**config.mk**
```make
export PLATFORM = sky130hd
export DESIGN_NAME = ffmd_core
export DESIGN_NICKNAME = d
export VERILOG_FILES = /design/src/hw/ffmd_pkg.sv /design/src/hw/ffmd_core.sv
export SDC_FILE = /design/constraint.sdc
export NUM_CORES = 1
export LEC_CHECK = 0
export BUFFER_PORTS_ARGS = -buffer_cell sky130_fd_sc_hd__buf_4
export CAP_MARGIN = 20
export CELL_PAD_IN_SITES_DETAIL_PLACEMENT = 1
export CELL_PAD_IN_SITES_GLOBAL_PLACEMENT = 2
export CORE_ASPECT_RATIO = 1.5
export CORE_MARGIN = 1
export CORE_UTILIZATION = 37
export DETAILED_ROUTE_END_ITERATION = 8
export PLACE_DENSITY = 0.81
export SETUP_SLACK_MARGIN = 0.4
export SLEW_MARGIN = 20
export SYNTH_ARGS = -nofsm -noshare
export SYNTH_HDL_FRONTEND = slang
export SYNTH_SLANG_ARGS = --single-unit
```
**constraint.sdc**
```tcl
create_clock -name clk_sys_i -period 5.3 [get_ports clk_sys_i]
set_input_delay 1.06 -clock clk_sys_i [delete_from_list [all_inputs] [get_ports clk_sys_i]]
set_output_delay 1.06 -clock clk_sys_i [all_outputs]
set_load 0.005 [all_outputs]
```
**src/hw/ffmd_pkg.sv**
```systemverilog
// Package: register map, field layout and types of the free-fall/motion detector
package ffmd_pkg;
   localparam int ADDR_W = 8;
   localparam int DATA_W = 14;
   localparam int AXES = 3;
   // Register offsets
   localparam logic [7:0] CFG_ADDR = 8'h15;
   localparam logic [7:0] SRC_ADDR = 8'h16;
   localparam logic [7:0] THS_ADDR = 8'h17;
   localparam logic [7:0] THS_AXIS_BASE = 8'h73;
   // Reset values
   localparam logic [7:0] CFG_RST = 8'h00;
   localparam logic [7:0] SRC_RST = 8'h00;
   localparam logic [7:0] THS_RST = 8'h00;
   localparam logic [7:0] THS_AXIS_RST = 8'h00;
   // Configuration fields
   localparam int CFG_LATCH_BIT = 7;
   localparam int CFG_OR_BIT = 6;
   localparam int CFG_EN_LSB = 3;
   // Source fields: axis n event at 2n+1, sign at 2n
   localparam int SRC_ACTIVE_BIT = 7;
   // Threshold fields
   localparam int THS_CLRMODE_BIT = 7;
   localparam int THS_XYZ_EN_BIT = 7;
   localparam int COMMON_THS_W = 7;
   localparam int AXIS_THS_W = 13;
   localparam int AXIS_LSB_W = 6;
   // Common threshold step (63 mg) in data counts at the finest range
   localparam int COMMON_STEP_COUNTS = 258;
   localparam int CMP_W = 16;

   typedef struct packed {
      logic signed [DATA_W-1:0] z;
      logic signed [DATA_W-1:0] y;
      logic signed [DATA_W-1:0] x;
   } ffmd_sample_t;

   typedef struct packed {
      logic [ADDR_W-1:0] addr;
      logic wr;
      logic rd;
      logic [7:0] wdata;
   } ffmd_req_t;
endpackage : ffmd_pkg

```
**src/hw/ffmd_core.sv**
```systemverilog
// Free-fall/motion detector: configuration, debounce and source flags
// Functional notes
// - Latch on: axis flags freeze once event-active sets; source read clears them.
// - Latch off: source flags follow the live detection every sample.
// - Select 0: event-active is AND of low-g on all enabled axes.
// - Select 1: event-active is OR of high-g on enabled axes.
// - Config bits 5,4,3 enable Z,Y,X detection; 0 disables the axis.
// - While a latched event is held, new axis events cannot change source.
// - Source bit 7 is set once the selected axis combination has held for the debounce length.
// - Interrupt comes from event-active, gated by enable, steered by route bit.
// - Source bits 5,3,1 report Z,Y,X events: low-g in select 0, high-g in select 1.
// - Source bits 4,2,0 give Z,Y,X event sign, 1 meaning negative.
// - Axis event and sign read zero while that axis is disabled.
// - Source ignores writes; all bits, reserved bit 6 too, reset to zero.
// - Condition false: counter clears if mode bit 1, else decrements to zero.
// - Common 7-bit threshold at fixed 63 mg steps, whatever the range.
// - Per-axis select 1: separate 13-bit thresholds scaled like the data.
`timescale 1ns/1ps
module ffmd_core #(
   parameter int DBNC_W = 8
) (
   // Clock and reset
   input wire logic clk_sys_i,
   input wire logic srst_i,
   // Host register port
   input wire ffmd_pkg::ffmd_req_t req_i,
   output logic [7:0] rdata_o,
   output logic rvalid_o,
   // Sample stream
   input wire logic sample_stb_i,
   input wire ffmd_pkg::ffmd_sample_t sample_i,
   input wire logic [1:0] full_scale_i,
   // Debounce length and interrupt control bits
   input wire logic [DBNC_W-1:0] dbnc_count_i,
   input wire logic int_enable_i,
   input wire logic int_route_i,
   // Interrupt pins
   output logic int1_o,
   output logic int2_o
);
   localparam int A = ffmd_pkg::AXES;

   if (DBNC_W < 1 || DBNC_W > 16) begin : g_bad_dbnc_w
      $error("DBNC_W out of range");
   end

   logic [7:0] cfg_r;
   logic [7:0] src_r;
   logic [7:0] src_nxt;
   logic [7:0] ths_r;
   logic [7:0] ths_msb_r [A];
   logic [7:0] ths_lsb_r [A];
   logic [DBNC_W-1:0] dbnc_r;
   logic [DBNC_W-1:0] dbnc_nxt;
   logic [7:0] rdata_r;
   logic rvalid_r;
   logic int1_r;
   logic int2_r;

   // Decode
   wire wr_cfg = req_i.wr && req_i.addr == ffmd_pkg::CFG_ADDR;
   wire wr_ths = req_i.wr && req_i.addr == ffmd_pkg::THS_ADDR;
   wire rd_src = req_i.rd && req_i.addr == ffmd_pkg::SRC_ADDR;
   wire [ffmd_pkg::ADDR_W-1:0] axis_off = req_i.addr - ffmd_pkg::THS_AXIS_BASE;
   wire axis_hit = req_i.addr >= ffmd_pkg::THS_AXIS_BASE && axis_off < 8'(2 * A);
   wire wr_axis = req_i.wr && axis_hit;
   // Index 3 is never reached: axis_hit bounds the offset
   wire [1:0] axis_idx = axis_off[2:1];

   wire latch_en = cfg_r[ffmd_pkg::CFG_LATCH_BIT];
   wire or_mode = cfg_r[ffmd_pkg::CFG_OR_BIT];
   wire [A-1:0] axis_en = cfg_r[ffmd_pkg::CFG_EN_LSB +: A];
   wire clr_mode = ths_r[ffmd_pkg::THS_CLRMODE_BIT];
   // Per-axis select bit lives in the X high byte
   wire xyz_en = ths_msb_r[0][ffmd_pkg::THS_XYZ_EN_BIT];
   // Range code 3 is undefined and simply shifts by three
   wire [ffmd_pkg::CMP_W-1:0] common_thr =
      ffmd_pkg::CMP_W'((32'(ths_r[ffmd_pkg::COMMON_THS_W-1:0]) * ffmd_pkg::COMMON_STEP_COUNTS)
                       >> full_scale_i);

   logic [ffmd_pkg::DATA_W-1:0] acc [A];
   logic [A-1:0] hi_g;
   logic [A-1:0] lo_g;
   logic [A-1:0] neg;
   assign acc[0] = sample_i.x;
   assign acc[1] = sample_i.y;
   assign acc[2] = sample_i.z;

   genvar g;
   generate
      for (g = 0; g < A; g++) begin : g_axis
         // Guard bit so the most negative sample negates without overflow
         wire [ffmd_pkg::CMP_W-1:0] mag = acc[g][ffmd_pkg::DATA_W-1] ?
            ffmd_pkg::CMP_W'(-$signed({acc[g][ffmd_pkg::DATA_W-1], acc[g]})) :
            ffmd_pkg::CMP_W'(acc[g]);
         wire [ffmd_pkg::AXIS_THS_W-1:0] own_thr =
            {ths_msb_r[g][ffmd_pkg::COMMON_THS_W-1:0], ths_lsb_r[g][ffmd_pkg::AXIS_LSB_W-1:0]};
         wire [ffmd_pkg::CMP_W-1:0] thr = xyz_en ? ffmd_pkg::CMP_W'(own_thr) : common_thr;
         assign hi_g[g] = mag > thr;
         assign lo_g[g] = mag < thr;
         assign neg[g] = acc[g][ffmd_pkg::DATA_W-1];
      end
   endgenerate

   // Combined condition; an all-disabled AND never fires
   wire [A-1:0] axis_hit_v = (or_mode ? hi_g : lo_g) & axis_en;
   wire cond_or = |axis_hit_v;
   wire cond_and = (&(lo_g | ~axis_en)) && (|axis_en);
   wire cond = or_mode ? cond_or : cond_and;

   // Debounce: event fires when the counter reaches the programmed length
   // Length zero fires on the first true sample
   always_comb begin
      dbnc_nxt = dbnc_r;
      if (cond) begin
         if (dbnc_r != dbnc_count_i) dbnc_nxt = dbnc_r + 1'b1;
      end else if (clr_mode) begin
         dbnc_nxt = '0;
      end else if (dbnc_r != '0) begin
         dbnc_nxt = dbnc_r - 1'b1;
      end
   end
   wire event_live = cond && dbnc_nxt == dbnc_count_i;

   logic [7:0] live_src;
   always_comb begin
      live_src = ffmd_pkg::SRC_RST;
      live_src[ffmd_pkg::SRC_ACTIVE_BIT] = event_live;
      for (int i = 0; i < A; i++) begin
         live_src[2*i+1] = axis_hit_v[i];
         live_src[2*i] = axis_hit_v[i] & neg[i];
      end
   end

   // Live mode never blocks a sample
   wire held = latch_en && src_r[ffmd_pkg::SRC_ACTIVE_BIT];
   wire sample_take = sample_stb_i && !held;
   // Set wins over clear-on-read: a sample landing on the read is kept unless a latched event is held
   always_comb begin
      src_nxt = src_r;
      if (rd_src) src_nxt = ffmd_pkg::SRC_RST;
      if (sample_take) src_nxt = live_src;
   end

   // Disabled axes read as zero
   logic [7:0] src_view;
   always_comb begin
      src_view = src_r;
      for (int i = 0; i < A; i++) begin
         if (!axis_en[i]) begin
            src_view[2*i+1] = 1'b0;
            src_view[2*i] = 1'b0;
         end
      end
   end

   // Unmapped addresses read as zero
   wire [7:0] rd_mux =
      req_i.addr == ffmd_pkg::CFG_ADDR ? cfg_r :
      req_i.addr == ffmd_pkg::SRC_ADDR ? src_view :
      req_i.addr == ffmd_pkg::THS_ADDR ? ths_r :
      axis_hit ? (axis_off[0] ? ths_lsb_r[axis_idx] : ths_msb_r[axis_idx]) :
      8'h00;

   wire event_active_flag = src_r[ffmd_pkg::SRC_ACTIVE_BIT];
   wire int_fire = event_active_flag && int_enable_i;

   always_ff @(posedge clk_sys_i) begin
      if (srst_i) begin
         cfg_r <= ffmd_pkg::CFG_RST;
         ths_r <= ffmd_pkg::THS_RST;
         for (int i = 0; i < A; i++) begin
            ths_msb_r[i] <= ffmd_pkg::THS_AXIS_RST;
            ths_lsb_r[i] <= ffmd_pkg::THS_AXIS_RST;
         end
      end else begin
         if (wr_cfg) cfg_r <= req_i.wdata;
         if (wr_ths) ths_r <= req_i.wdata;
         if (wr_axis) begin
            if (axis_off[0]) ths_lsb_r[axis_idx] <= req_i.wdata;
            else ths_msb_r[axis_idx] <= req_i.wdata;
         end
      end
   end

   // Source has no write path at all
   always_ff @(posedge clk_sys_i) begin
      if (srst_i) begin
         src_r <= ffmd_pkg::SRC_RST;
         dbnc_r <= '0;
      end else begin
         src_r <= src_nxt;
         if (sample_stb_i) dbnc_r <= dbnc_nxt;
      end
   end

   always_ff @(posedge clk_sys_i) begin
      if (srst_i) begin
         rdata_r <= 8'h00;
         rvalid_r <= 1'b0;
      end else begin
         rvalid_r <= req_i.rd;
         if (req_i.rd) rdata_r <= rd_mux;
      end
   end

   // Registered pins: one cycle behind the event-active bit
   always_ff @(posedge clk_sys_i) begin
      if (srst_i) begin
         int1_r <= 1'b0;
         int2_r <= 1'b0;
      end else begin
         int1_r <= int_fire && int_route_i;
         int2_r <= int_fire && !int_route_i;
      end
   end

   assign rdata_o = rdata_r;
   assign rvalid_o = rvalid_r;
   assign int1_o = int1_r;
   assign int2_o = int2_r;

   // Checks
   latch_hold_a: assert property (@(posedge clk_sys_i) disable iff (srst_i)
      held && !rd_src |=> src_r == $past(src_r))
      else $error("latched source changed without a read");
   read_clear_a: assert property (@(posedge clk_sys_i) disable iff (srst_i)
      rd_src && !(sample_stb_i && !held) |=> src_r == 8'h00)
      else $error("source not cleared by read");
   live_follow_a: assert property (@(posedge clk_sys_i) disable iff (srst_i)
      sample_stb_i && !latch_en |=> src_r == $past(live_src))
      else $error("source not following live result");
   and_mode_a: assert property (@(posedge clk_sys_i) disable iff (srst_i)
      !or_mode && cond |-> (axis_en != 3'b000) && ((lo_g & axis_en) == axis_en))
      else $error("free-fall condition without all axes low");
   or_mode_a: assert property (@(posedge clk_sys_i) disable iff (srst_i)
      or_mode |-> cond == |(hi_g & axis_en))
      else $error("motion condition mismatch");
   between_hold_a: assert property (@(posedge clk_sys_i) disable iff (srst_i)
      !sample_stb_i |=> dbnc_r == $past(dbnc_r))
      else $error("debounce moved between samples");
   active_set_a: assert property (@(posedge clk_sys_i) disable iff (srst_i)
      sample_stb_i && !held && event_live |=> event_active_flag ##1 (int1_o || int2_o || !$past(int_enable_i)))
      else $error("event-active or interrupt missing");
   irq_route_a: assert property (@(posedge clk_sys_i) disable iff (srst_i)
      int1_o |-> $past(event_active_flag) && $past(int_route_i) && !int2_o)
      else $error("interrupt on wrong pin");
   clr_mode_a: assert property (@(posedge clk_sys_i) disable iff (srst_i)
      sample_stb_i && !cond && clr_mode |=> dbnc_r == '0)
      else $error("debounce not cleared");
   dec_mode_a: assert property (@(posedge clk_sys_i) disable iff (srst_i)
      sample_stb_i && !cond && !clr_mode && dbnc_r != '0 |=> dbnc_r == $past(dbnc_r) - 1'b1)
      else $error("debounce not decremented");
   mask_view_a: assert property (@(posedge clk_sys_i) disable iff (srst_i)
      !axis_en[0] |-> src_view[1:0] == 2'b00)
      else $error("disabled axis visible");
   reserved_a: assert property (@(posedge clk_sys_i) disable iff (srst_i)
      ##1 src_r[6] == 1'b0)
      else $error("reserved source bit set");

   // Source flag checks
   hold_block_a: assert property (@(posedge clk_sys_i) disable iff (srst_i)
      held && sample_stb_i && !rd_src |=> $stable(src_r))
      else $error("held source changed by a sample");
   ea_live_a: assert property (@(posedge clk_sys_i) disable iff (srst_i)
      sample_take |=> event_active_flag == $past(event_live))
      else $error("event-active does not match the combination");
   hi_flag_a: assert property (@(posedge clk_sys_i) disable iff (srst_i)
      sample_take && or_mode |=> src_r[1] == $past(hi_g[0] && axis_en[0]))
      else $error("X high flag mismatch");
   sign_flag_a: assert property (@(posedge clk_sys_i) disable iff (srst_i)
      sample_take |=> src_r[4] == $past(axis_hit_v[2] && acc[2][ffmd_pkg::DATA_W-1]))
      else $error("Z sign flag mismatch");
   en_mask_a: assert property (@(posedge clk_sys_i) disable iff (srst_i)
      sample_take && !axis_en[2] |=> src_r[5:4] == 2'h0)
      else $error("disabled Z axis raised a flag");
   mask_all_a: assert property (@(posedge clk_sys_i) disable iff (srst_i)
      (src_view[5:0] & {{2{axis_en[2]}}, {2{axis_en[1]}}, {2{axis_en[0]}}}) == src_view[5:0])
      else $error("disabled axis flag readable");
   src_nowr_a: assert property (@(posedge clk_sys_i) disable iff (srst_i)
      req_i.wr && req_i.addr == ffmd_pkg::SRC_ADDR && !req_i.rd && !sample_stb_i |=> $stable(src_r))
      else $error("source changed by a write");
   read_view_a: assert property (@(posedge clk_sys_i) disable iff (srst_i)
      rd_src |=> rdata_o == $past(src_view))
      else $error("source read data mismatch");

   // Mode checks
   lo_flag_a: assert property (@(posedge clk_sys_i) disable iff (srst_i)
      sample_take && !or_mode |=> src_r[3] == $past(lo_g[1] && axis_en[1]))
      else $error("Y low flag mismatch");
   and_none_a: assert property (@(posedge clk_sys_i) disable iff (srst_i)
      !or_mode && axis_en == 3'h0 |-> !cond)
      else $error("free-fall fired with no axis enabled");

   // Interrupt pin checks
   int2_route_a: assert property (@(posedge clk_sys_i) disable iff (srst_i)
      int2_o |-> $past(event_active_flag) && !$past(int_route_i) && !int1_o)
      else $error("interrupt on wrong pin");
   int_off_a: assert property (@(posedge clk_sys_i) disable iff (srst_i)
      !int_enable_i |=> !int1_o && !int2_o)
      else $error("interrupt while disabled");
endmodule : ffmd_core

```
Word-level counts from Yosys, hierarchy flattened --
Memory sizes are Yosys's and may differ from the RTL's. Index checks and enable logic that the tools add are counted.
Storage, ports and cells: register bits 42, bits in writable memories 48, input port bits 75, output and inout port bits 11, logic and storage cells 96, memories 2
Operators by class: add/subtract/negate cells 6, multiply operators 1, $lt $le $gt $ge 8, equality and inequality tests 5, shift operators 1, mux-type cells 38, bitwise logic cells 6, reductions and logical operators 21
Memory list:
- ths_lsb_r | depth 3, bits a word 8, rd ports 4, clocked after memory_dff 0, write ports 3, RTL line ffmd_core.sv:52 | logic [7:0] ths_lsb_r [A];
- ths_msb_r | depth 3, bits a word 8, rd ports 4, clocked after memory_dff 0, write ports 3, RTL line ffmd_core.sv:51 | logic [7:0] ths_msb_r [A];
Operator list (count):
- $mux W8 | 13
- $mux W16 | 6
- $gt A16 B16 Y1 | 3
- $lt A16 B16 Y1 | 3
- $neg A14 Y16 | 3
- $eq A8 B5 Y1 const B | 3
- $reduce_or A8 Y1 | 2
- $shr A16 B2 Y16 | 1
- $mul A7 B8 Y15 const B | 1
- $mux W1 | 13
- $logic_and A1 B1 Y1 | 12
- $mux W2 | 5
- $add A8 B1 Y8 const B | 1
- $eq A8 B8 Y1 | 1
- $ge A8 B7 Y1 const B | 1
- $lt A8 B3 Y1 const B | 1
- $ne A8 B8 Y1 | 1
- $reduce_bool A8 Y1 | 1
- $sub A8 B1 Y8 const B | 1
- $sub A8 B7 Y8 const B | 1
- $reduce_or A3 Y1 | 2
- $and A1 B1 Y1 | 3
- $and A3 B3 Y3 | 1
- $mux W3 | 1
- other kinds (5) | 6

Depth between registers and ports, before layout --
Gate-level depths: netlist of run 1.
depth after elaboration 12, mapped depth 20, gate-level depth less buffers 19

Worst setup path before layout of run 1 --
No wires, ideal clock.
path type input-to-reg, start point input full_scale_i[0], end point register src_r[7], arrival 4616 ps, data required time 5213 ps, setup slack 597 ps, stages on the path 16, buffers on the path 2, cells stage by stage clkbuf_1 -> clkbuf_1 -> mux2i_1 -> a211oi_1 -> a21oi_1 -> ha_1 -> nand4_1 -> nor2_1 -> a221o_1 -> or3_4 -> a221o_1 -> a32o_2 -> mux2_4 -> mux2i_1 -> xor2_1 -> o31ai_1
Between the ends: longest elaborated chain between the ends 11
RTL lines:
- start: declaration | RTL line ffmd_core.sv:32 | input wire logic [1:0] full_scale_i,
- $shr A16 B2 Y16 (*) | RTL line ffmd_core.sv:78 | ffmd_pkg::CMP_W'((32'(ths_r[ffmd_pkg::COMMON_THS_W-1:0]) * ffmd_pkg::COMMON_STEP_COUNTS)
- $mux W16 | RTL line ffmd_core.sv:98 | wire [ffmd_pkg::CMP_W-1:0] thr = xyz_en ? ffmd_pkg::CMP_W'(own_thr) : common_thr;
- $lt A16 B16 Y1 / $gt A16 B16 Y1 (equally long branches) | RTL line ffmd_core.sv:100, ffmd_core.sv:99
- $mux W3 / $or A3 B3 Y3 (equally long branches) | RTL line ffmd_core.sv:106, ffmd_core.sv:108
- $and A3 B3 Y3 / $reduce_and A3 Y1 (equally long branches) | RTL line ffmd_core.sv:106, ffmd_core.sv:108
- $reduce_or A3 Y1 / $logic_and A1 B1 Y1 (equally long branches) | RTL line ffmd_core.sv:107, ffmd_core.sv:108
- $mux W1 (*) | RTL line ffmd_core.sv:109 | wire cond = or_mode ? cond_or : cond_and;
- $mux W8 | RTL line ffmd_core.sv:115 | if (cond) begin
- $eq A8 B8 Y1 | RTL line ffmd_core.sv:123 | wire event_live = cond && dbnc_nxt == dbnc_count_i;
- $logic_and A1 B1 Y1 (*) | RTL line ffmd_core.sv:123
- $mux W8 (*) | RTL line ffmd_core.sv:142 | if (sample_take) src_nxt = live_src;
- end signal: assignment | RTL line ffmd_core.sv:189 | src_r <= ffmd_pkg::SRC_RST;
- end signal: assignment | RTL line ffmd_core.sv:192 | src_r <= src_nxt;
- end: declaration | RTL line ffmd_core.sv:48 | logic [7:0] src_r;
Mark *: on every way between the ends. The rest lies on a longest branch, timed or not. A chain may end at the register's enable or synchronous reset.

Worst setup path after layout of run 1 --
start point input sample_i[19] (netlist name), end point register src_r[7]
Between the ends: longest elaborated chain between the ends 11
RTL lines:
- start: declaration | RTL line ffmd_core.sv:31 | input wire ffmd_pkg::ffmd_sample_t sample_i,
- $neg A14 Y16 | RTL line ffmd_core.sv:94 | ffmd_pkg::CMP_W'(-$signed({acc[g][ffmd_pkg::DATA_W-1], acc[g]})) :
- $mux W16 (*) | RTL line ffmd_core.sv:93 | wire [ffmd_pkg::CMP_W-1:0] mag = acc[g][ffmd_pkg::DATA_W-1] ?
- $lt A16 B16 Y1 / $gt A16 B16 Y1 (equally long branches) | RTL line ffmd_core.sv:100, ffmd_core.sv:99
- $mux W3 / $or A3 B3 Y3 (equally long branches) | RTL line ffmd_core.sv:106, ffmd_core.sv:108
- $and A3 B3 Y3 / $reduce_and A3 Y1 (equally long branches) | RTL line ffmd_core.sv:106, ffmd_core.sv:108
- $reduce_or A3 Y1 / $logic_and A1 B1 Y1 (equally long branches) | RTL line ffmd_core.sv:107, ffmd_core.sv:108
- $mux W1 (*) | RTL line ffmd_core.sv:109
- $mux W8 | RTL line ffmd_core.sv:115
- $eq A8 B8 Y1 | RTL line ffmd_core.sv:123
- $logic_and A1 B1 Y1 (*) | RTL line ffmd_core.sv:123
- $mux W8 (*) | RTL line ffmd_core.sv:142
Marks and branches as above.

==> results of run 1 <==
[power breakdown]
group | total (mW) | switching [mW] | internal, mW
registers | 1.02 | 0.0904 | 0.930
clock network | 0.664 | 0.298 | 0.366
logic | 0.825 | 0.453 | 0.372
total | 2.51 | 0.841 | 1.67
[cell families after synthesis]
logic type / count (synthesis) / share of synthesized area [%]
fa+ha+maj: 54 / 9.01
flops: 106 / 36.8
compound gates: 196 / 16.1
buf+inv: 55 / 2.99
xor+xnor: 55 / 6.42
mux: 38 / 7.84
simple gates: 304 / 20.8
other cells: 1 / 0.0500
[worst max-delay path, stage by stage]
cell	delay, ns
buf_4	0.13
or4_4	0.54
or4_4	0.52
o31ai_2	0.21
xnor2_1	0.10
ha_1	0.32
nand4_1	0.14
a2111o_1	0.37
nand4_1	0.15
mux2i_1	0.26
a32o_2	0.33
mux2_4	0.34
mux2i_2	0.19
xor2_1	0.11
o31ai_1	0.22
[Yosys cell counts, drive strengths merged, types with 2 or more instances]
cell type / count / area, um^2
o21ai: 37 / 185
dfxtp: 42 / 841
o41ai: 2 / 17.5
nor2: 50 / 188
a31oi: 3 / 18.8
a2111o: 2 / 22.5
and2: 53 / 332
and3: 2 / 12.5
ha: 54 / 676
o211ai: 8 / 60.1
or2: 8 / 50.1
a21oi: 85 / 429
xor2: 13 / 114
mux2i: 19 / 190
a221o: 2 / 20.0
a21o: 4 / 30.0
nor3: 12 / 60.1
a211oi: 18 / 140
nand3: 25 / 125
edfxtp: 64 / 1920
nand2b: 15 / 93.8
clkbuf: 30 / 114
a22oi: 4 / 30.0
or4: 4 / 30.0
nand3b: 3 / 22.5
mux2: 3 / 37.5
nand2: 84 / 315
inv: 15 / 56.3
a21boi: 2 / 15.0
mux4: 16 / 360
o31ai: 13 / 97.6
or3: 6 / 42.5
nor4: 12 / 75.1
xnor2: 42 / 368
and3b: 2 / 17.5
nor2b: 11 / 68.8
buf: 10 / 53.8
a32oi: 3 / 26.3
nand4: 12 / 75.1
[worst min path at each step]
stage	start	to	slack (ns)	depth (start not counted)
6_report	src_r[4]$_SDFFE_PP0P_	src_r[4]$_SDFFE_PP0P_	0.46	2
4_1_cts	src_r[4]$_SDFFE_PP0P_	src_r[4]$_SDFFE_PP0P_	0.47	2
5_1_grt	src_r[4]$_SDFFE_PP0P_	src_r[4]$_SDFFE_PP0P_	0.49	2
2_1_floorplan	src_r[0]$_SDFFE_PP0P_	src_r[0]$_SDFFE_PP0P_	0.43	2
3_3_place_gp	src_r[4]$_SDFFE_PP0P_	src_r[4]$_SDFFE_PP0P_	0.45	2
3_5_place_dp	src_r[4]$_SDFFE_PP0P_	src_r[4]$_SDFFE_PP0P_	0.45	2
[cell type report]
class / count / area share, %
clock buffer: 11 / 2.64
clock inverter: 5 / 0.639
inverter: 15 / 0.639
multi-input combinational: 666 / 52.5
sequential: 106 / 31.4
tap: 260 / 3.69
timing repair buffer: 99 / 8.48
[what timing repair did]
action,CTS,global route
endpoints found under the setup margin,1,6
pin swaps,1,3
resized for setup,0,10
setup buffers,1,1
endpoints found under the hold margin,0,0
[metal layers]
layer | global-route usage, % | up-vias | share of wire, %
li1 | - | 3139 | -
met1 | 23.7 | 3228 | 38
met2 | 47.1 | 133 | 55
met3 | 2.00 | 41 | 2.3
met4 | 14.5 | 0 | 5.4
met5 | 0 | - | 0
[metrics by stage]
stage,util [%],hold slack (ns)
after floorplan,-,0.432
after global placement,42.8,0.448
after detailed placement,42.8,0.455
after CTS,44.3,0.468
after global routing,44.5,0.495
final,44.5,0.465
[sequential cells by signal (all words and copies together), names as in the netlist]
register	count
cfg_r	8
dbnc_r	8
int1_o	1
int2_o	1
rdata_o	8
rvalid_o	1
src_r	7
ths_lsb_r	32
ths_msb_r	32
ths_r	8
==> flow_summary.yaml, run 1 <==
placement:
  numPortBuffers: 85
  placed_area_um2: 8460
  hpwl_mm: 19.6
  pre_cts_ws_ns: 0.0276
  globalplace.congestion: 0.912
  place_inst: 1144
floorplan:
  core-area_um2: 19800
  dieArea_um2: 20900
  initial_core_utilization_pct: 37.9
  io_pins: 86
  die_y_um: 176
  rows: 63
  die-width_um: 118
yosys:
  cell_count_after_synthesis: 809
  syn_area_per_cell_um2: 9.27
  synth-seq-cells: 106
  synth_seq_area_share_pct: 36.8
  synth.cell_area_um2: 7500
  async_reset_ff_share_pct: 0
  post_synth_cell_types: 68
  yosys_warnings: 0
  dominantRegCellSynth: "edfxtp_1"
  synth_enable_flop_cells: 64
final_layout:
  drive_above_1_share_pct: 17.3
  layout.cells.non_filler: 1162
  num-nets-final: 1026
  post-route-cell-area_um2: 8810
  diodes: 0
  final_common_cell: "buf_4"
  area.sequential_um2: 2760
  synthToLayoutAreaGrowth_pct: 17.4
  multi_input_area_um2: 4630
  top_library_cells_by_usage_in_the_layout_fill_and_taps_aside: "buf_4, a21oi_1, nand2_1, edfxtp_1, ha_1"
  num-fill-cells: 2275
sta:
  grt_setup_unrepaired: "false"
  clock_skew_ns: 0.0157
  finalWorstPathRequiredPeriod_ns: 4.74
  period_utilisation_layout_pct: 89.5
  maxSlewHeadroom_pct: 41.9
  achievable-frequency_mhz: 211
  hold_violations: 0
  final-setup-viol-count: 0
  setup_tns_ns: 0
  tightest_slew_ns: 0.866
  maxSlewViolCount: 0
  layout_setup_ws_ns: 0.556
power_and_ir_drop:
  pwr_density_cell_nw_per_um2: 285
  static_leakage_nw: 3.45
  total_power_mw: 2.51
  vdd_drop_max_v: 0.000241
setup_path:
  crit_required_ns: 5.55
  critPathKind: "in2reg"
  worst_setup_path_endpoint: "src_r[7]$_SDFFE_PP0P_"
  reg2reg_depth: 16
  worst_reg2reg_path_endpoint: "src_r[7]$_SDFFE_PP0P_"
  critical_path.startpoint_type: "primary input"
  timing.critical_path.to_type: "register"
  wp_data_arrival_ns: 5.00
  timing.critical_path.fanout_max: 5
  beginning_of_the_critical_path: "sample_i[19]"
  timing.reg2reg.setup_slack_ns: 1.16
  r2r_start: "ths_r[6]$_SDFFE_PP0P_"
global_route:
  grt_pass1_wl_mm: 37.8
  grt-ovfl-total: 0
  global_route.usage.total_pct: 23.8
  number_of_global_route_vias_before_repair: 7122
  grt_max_degree: 49
  grt_antenna_before_repair: 0
cts:
  cts-buffers-inserted: 9
  h_tree_lvl_count: 3
  clk_path_buf_depth: 2
  cts-hold-fix-buffers: 0
  clk_pin_slew_ns: 0.07
  clkSinkCount: 106
  clk_root_buffer_cell: "clkbuf_16"
  clock_insertion_delay_worst_skew_ns: 0.35
  cts_tree: "yes"
route:
  violation_count_after_the_first_detailed_route_iteration: 259
  viasPerCell: 5.63
  number_of_vias_after_detailed_routing: 6541
  route.final.wire_length_mm: 24.3
  routed_wire_length_per_instance_um: 20.9
  drt_pre_antenna_iters: 4
  detail-route-antenna-nets: 0
  drcViolationCount: 0
hold_path:
  hold_class: "reg2reg"
job:
  maxCapViolations: 0
status:
  run_status: "complete, no violations"
Note: power is estimated with default switching activity, not from simulation.
==> run 2, diff against run 1 <==
ABC_AREA = 1   (was unset)
CORE_UTILIZATION = 34   (was 37)
PLACE_DENSITY = 0.8   (was 0.81)
==> flow_summary.yaml, run 2 <==
yosys:
  yosys_warnings: 0
  syn_area_per_cell_um2: 7.44
  post-synth-top-area-cell: "edfxtp_1"
  synth_seq_area_share_pct: 36.5
  synth.most_common_cell: "nand2_1"
  yosys-top-cells-area: "edfxtp_1, dfxtp_1, nand2_1"
  cell_count_after_synthesis: 1017
  async_reset_ff_share_pct: 0
  synthDominantCellAreaShare_pct: 25.4
  synth_enable_flop_cells: 64
  synth-seq-cells: 106
  post_synth_most_frequent_cells: "nand2_1, inv_1, nor2_1, a21oi_1, o21ai_0"
  post_synth_cell_types: 39
  synth.cell_area_um2: 7570
  dominantRegCellSynth: "edfxtp_1"
route:
  drt_pre_antenna_iters: 4
  viasPerCell: 5.23
  routed.top_layer: "met4"
  number_of_vias_after_detailed_routing: 7253
  violation_count_after_the_first_detailed_route_iteration: 312
  drt-met1-wl_mm: 9.99
  detail-route-antenna-nets: 0
  routed_wire_length_per_instance_um: 18.7
  drcViolationCount: 0
  wl_met3_um: 580
  wl_met2_mm: 14.3
  route.final.wire_length_mm: 25.9
global_route:
  grt-ovfl-total: 0
  grt_max_degree: 41
  grt_pass1_wl_mm: 40.3
  grt_antenna_before_repair: 0
  number_of_global_route_vias_before_repair: 7580
  global_route.usage.total_pct: 23.7
cts:
  clk_root_buffer_cell: "clkbuf_16"
  postCtsSetupRepairBufs: 0
  clk_path_buf_depth: 2
  cts-buffers-inserted: 9
  cts-hold-fix-buffers: 0
  cts_resized: 0
  clock_insertion_delay_worst_skew_ns: 0.35
  clkSinkCount: 106
  cts_tree: "yes"
  clk_pin_slew_ns: 0.07
  h_tree_lvl_count: 3
job:
  maxCapViolations: 0
setup_path:
  critPathKind: "in2reg"
  reg2reg_depth: 19
  crit_path_max_cell_delay_ns: 0.32
  timing.critical_path.fanout_max: 13
  r2r_start: "ths_msb_r[0][7]$_SDFFCE_PN0P_"
  timing.reg2reg.setup_slack_ns: 1.35
  cp_cell_sequence: "buf_4 > nor3_1 > nor3b_1 > inv_1 > nor3_1 > nand2_1 > nand2_1 > o21ai_0 > xor2_1 > ha_1 > a21oi_1 > o21ai_0 > a21oi_1 > nand2_1 > nand2_1 > nand2_1 > o21ai_2 > buf_4 > nand3_1 > nand3_1 > nand2_1 > nor2_1 > nand4_1 > a21oi_1"
  worst_reg2reg_path_endpoint: "src_r[7]$_SDFFE_PP0P_"
  wp_data_arrival_ns: 4.84
  timing.critical_path.to_type: "register"
  critical_path.startpoint_type: "primary input"
  slowest_stage: "ha_1"
  path_common_cell: "nand2_1"
  crit_required_ns: 5.59
power_and_ir_drop:
  vdd_drop_max_v: 0.000154
  seq_power_share_pct: 43.8
  combinationalPowerShare_pct: 25.2
  total_power_mw: 2.17
  static_leakage_nw: 3.99
  net-switching-power_mw: 0.684
  swShare_pct: 31.6
  internal_power_mw: 1.48
  share_clk_of_total_power_pct: 31.0
  pwr_density_cell_nw_per_um2: 244
sta:
  clock_skew_ns: 0.00787
  finalHoldWorstSlack_ns: 0.476
  tightest_slew_ns: 0.954
  hold_violations: 0
  final-setup-viol-count: 0
  achievable-frequency_mhz: 220
  maxSlewViolCount: 0
  maxSlewHeadroom_pct: 36.2
  grt_setup_unrepaired: "false"
  layout_setup_ws_ns: 0.750
  setup_tns_ns: 0
  finalWorstPathRequiredPeriod_ns: 4.55
  period_utilisation_layout_pct: 85.8
hold_path:
  hold_class: "reg2reg"
  holdPathEnd: "src_r[3]$_SDFFE_PP0P_"
  timing.hold.worst_path_depth: 2
  min-delay-start: "src_r[3]$_SDFFE_PP0P_"
floorplan:
  die-width_um: 124
  die_y_um: 185
  initial_core_utilization_pct: 34.7
  io_pins: 86
  core-area_um2: 21800
  dieArea_um2: 22900
  rows: 66
final_layout:
  num-fill-cells: 2778
  num-nets-final: 1239
  layout_utilization_pct: 40.7
  post-route-cell-area_um2: 8880
  diodes: 0
  final_common_cell: "nand2_1"
  synthToLayoutAreaGrowth_pct: 17.3
  largestRegisters: "ths_lsb_r: 32 flops, ths_msb_r: 32 flops"
  area.sequential_um2: 2760
  drive_above_1_share_pct: 11.6
  layout.cells.non_filler: 1387
  top_library_cells_by_usage_in_the_layout_fill_and_taps_aside: "nand2_1, inv_1, nor2_1, buf_4, a21oi_1"
  multi_input_area_um2: 4310
placement:
  pre_cts_ws_ns: 0.245
  numPortBuffers: 85
  place_inst: 1371
  placed_area_um2: 8560
  hpwl_mm: 21.3
  globalplace.congestion: 0.903
status:
  run_status: "complete, no violations"
[run 2: critical path: cells and delay by family]
family	cells	cell delay (ns)
AO/OA/AOI/OAI	6	1.07
XOR/XNOR	1	0.17
adder cells (fa/ha/maj)	1	0.32
buffers and inverters	3	0.44
AND/OR/NAND/NOR	13	1.79
[run 2: worst max-delay path by stage]
stage                             from  cells after the start               endpoint
after floorplan           sample_i[28]                     23  src_r[7]$_SDFFE_PP0P_
after global placement    sample_i[28]                     25  src_r[7]$_SDFFE_PP0P_
after detailed placement  sample_i[28]                     25  src_r[7]$_SDFFE_PP0P_
after CTS                 sample_i[28]                     25  src_r[7]$_SDFFE_PP0P_
after global routing      sample_i[28]                     24  src_r[7]$_SDFFE_PP0P_
final                     sample_i[28]                     24  src_r[7]$_SDFFE_PP0P_
[run 2: cell type report]
type | count | share of cell area, %
tap | 272 | 3.83
clock buffer | 9 | 2.54
clock inverter | 7 | 0.775
inverter | 129 | 5.48
multi-input combinational | 772 | 48.5
sequential | 106 | 31.1
timing repair buffer | 92 | 7.78
[run 2: logic make-up (layout without fill, tap and decap cells)]
logic type,Yosys count,in the layout,synth area share (%)
fa+ha+maj,54,54,8.92
other cells,1,19,0.0495
xor+xnor,44,44,5.09
flops,106,106,36.5
simple gates,424,424,24.5
buf+inv,157,237,7.88
compound gates,231,231,17.1
[run 2: power groups by stage]
stage               registers (mW)  logic (mW)  clock network [mW]
floorplan                    0.948       0.361                   0
global placement             0.968       0.540                   0
detailed placement           0.967       0.548                   0
CTS                          0.949       0.552               0.687
global route                 0.953       0.627               0.714
finish                       0.949       0.546               0.672
[run 2: routing by layer]
metal,GRT usage [%],up-vias
met1,25.0,3465
met3,1.92,43
met2,46.0,127
li1,-,3618
met5,0,-
met4,11.0,0
==> run 3, diff against run 2 <==
BUFFER_PORTS_ARGS = -buffer_cell sky130_fd_sc_hd__buf_2   (was -buffer_cell sky130_fd_sc_hd__buf_4)
==> flow_summary.yaml, run 3 (synthesis results as in run 2) <==
status:
  run_status: "complete, no violations"
hold_path:
  holdPathEnd: "rdata_o[7]$_SDFFE_PP0P_"
  min-delay-start: "rdata_o[7]$_SDFFE_PP0P_"
  hold_class: "reg2reg"
  timing.hold.worst_path_depth: 2
cts:
  clk_pin_slew_ns: 0.07
  h_tree_lvl_count: 3
  clkSinkCount: 106
  clk_root_buffer_cell: "clkbuf_16"
  cts_tree: "yes"
  cts-buffers-inserted: 9
  postCtsSetupRepairBufs: 0
  clk_path_buf_depth: 2
  clock_insertion_delay_worst_skew_ns: 0.36
power_and_ir_drop:
  internal_power_mw: 1.47
  static_leakage_nw: 3.93
  seq_power_share_pct: 44.1
  vdd_drop_max_v: 0.000185
  total_power_mw: 2.15
  pwr_density_cell_nw_per_um2: 249
  swShare_pct: 31.9
  combinationalPowerShare_pct: 24.4
  share_clk_of_total_power_pct: 31.6
  net-switching-power_mw: 0.687
final_layout:
  layout.cells.non_filler: 1387
  drive_above_1_share_pct: 11.3
  final_common_cell: "nand2_1"
  num-fill-cells: 2788
  num-nets-final: 1239
  layout_utilization_pct: 39.7
  diodes: 0
  top_library_cells_by_usage_in_the_layout_fill_and_taps_aside: "nand2_1, inv_1, nor2_1, buf_2, a21oi_1"
  largestRegisters: "ths_lsb_r: 32 flops, ths_msb_r: 32 flops"
  synthToLayoutAreaGrowth_pct: 14.3
sta:
  finalWorstPathRequiredPeriod_ns: 4.47
  setup_tns_ns: 0
  final-setup-viol-count: 0
  grt_setup_unrepaired: "false"
  maxSlewHeadroom_pct: 35.2
  achievable-frequency_mhz: 224
  tightest_slew_ns: 0.968
  maxSlewViolCount: 0
  clock_skew_ns: 0.00782
  finalHoldWorstSlack_ns: 0.472
  hold_violations: 0
  period_utilisation_layout_pct: 84.4
setup_path:
  timing.critical_path.fanout_max: 13
  r2r_start: "ths_msb_r[0][7]$_SDFFCE_PN0P_"
  slowest_stage: "ha_1"
  worst_reg2reg_path_endpoint: "src_r[7]$_SDFFE_PP0P_"
  critPathKind: "in2reg"
  critical_path.startpoint_type: "primary input"
  reg2reg_depth: 22
  cp_cell_sequence: "buf_2 > nor3_1 > nor3b_1 > inv_1 > nor3_1 > nand2_1 > nand2_1 > o21ai_0 > xor2_1 > ha_1 > a21oi_1 > o21ai_0 > a21oi_1 > nand2_1 > nand2_1 > nand2_1 > o21ai_2 > buf_4 > nand3_1 > nand3_1 > nand2_1 > nor2_1 > nand4_1 > a21oi_1"
  timing.reg2reg.setup_slack_ns: 1.43
  crit_required_ns: 5.59
  crit_path_max_cell_delay_ns: 0.31
  wp_data_arrival_ns: 4.77
  path_common_cell: "nand2_1"
  timing.critical_path.to_type: "register"
route:
  detail-route-antenna-nets: 0
  viasPerCell: 5.29
  violation_count_after_the_first_detailed_route_iteration: 307
  number_of_vias_after_detailed_routing: 7338
  routed_wire_length_per_instance_um: 18.6
  drcViolationCount: 0
  drt_pre_antenna_iters: 5
  route.final.wire_length_mm: 25.9
global_route:
  grt_antenna_before_repair: 0
  grt_max_degree: 41
  grt_pass1_wl_mm: 40.3
  number_of_global_route_vias_before_repair: 7563
  grt-ovfl-total: 0
  global_route.usage.total_pct: 23.7
floorplan:
  die-width_um: 124
  core-area_um2: 21800
  dieArea_um2: 22900
  die_y_um: 185
  initial_core_utilization_pct: 34.7
  rows: 66
  io_pins: 86
placement:
  globalplace.congestion: 0.864
  hpwl_mm: 21.2
  numPortBuffers: 85
  place_inst: 1371
job:
  maxCapViolations: 0
run 3: cell count changes in the layout (fill, tap and decap cells not counted):
cell,delta
inv_6,+1
nor4_2,-1
buf_4,-85
nor4_1,+1
clkinvlp_2,-1
clkbuf_1,+1
nor3_2,-1
nor3_1,+1
clkinvlp_4,-1
buf_2,+85
run 3: what timing repair did:
item,CTS,global route
hold buffers,0,0
gates resized for setup,0,4
endpoints found under the setup margin,0,1
run 3: cell type report:
type                            instances  area (um^2)  share of cell area [%]
Multi-Input combinational cell        772         4290                    49.6
Sequential cell                       106         2760                    31.9
Inverter                              129          487                    5.62
Timing Repair Buffer                   92          478                    5.52
Tap cell                              272          340                    3.93
Clock buffer                           10          229                    2.65
Clock inverter                          6         65.1                   0.752
run 3: worst max path at each step:
| stage | startpoint | endpoint |
|---|---|---|
| final | sample_i[28] | src_r[7]$_SDFFE_PP0P_ |
| after global placement | sample_i[28] | src_r[7]$_SDFFE_PP0P_ |
| after CTS | sample_i[28] | src_r[7]$_SDFFE_PP0P_ |
| after detailed placement | sample_i[28] | src_r[7]$_SDFFE_PP0P_ |
| after global routing | sample_i[28] | src_r[7]$_SDFFE_PP0P_ |
| after floorplan | sample_i[28] | src_r[7]$_SDFFE_PP0P_ |
run 3: critical path: cells and delay by family:
family / cells / cell delay [ns]
fa+ha+maj: 1 / 0.31
simple gates: 13 / 1.79
compound gates: 6 / 0.99
buf+inv: 3 / 0.44
xor+xnor: 1 / 0.17
run 3: stage by stage:
step | area [um^2] | worst slack, ns
after floorplan | 7640 | 1.30
after global placement | 8350 | 0.298
after detailed placement | 8350 | 0.243
after CTS | 8640 | 0.603
after global routing | 8660 | 0.399
final | 8660 | 0.828
run 3: per-layer routing:
layer / wire length [um] / track usage [%] / vias up
met2: 14200 / 45.8 / 135
met3: 571 / 2.13 / 47
li1: - / - / 3631
met5: 0 / 0 / -
met1: 10000 / 24.9 / 3525
met4: 1080 / 11.0 / 0
run 3: power groups by stage:
stage	logic [mW]	registers, mW	clock network [mW]
after floorplan	0.361	0.948	0
after CTS	0.533	0.949	0.691
final	0.525	0.949	0.681
after global placement	0.520	0.968	0
after detailed placement	0.530	0.967	0
after global routing	0.603	0.953	0.716
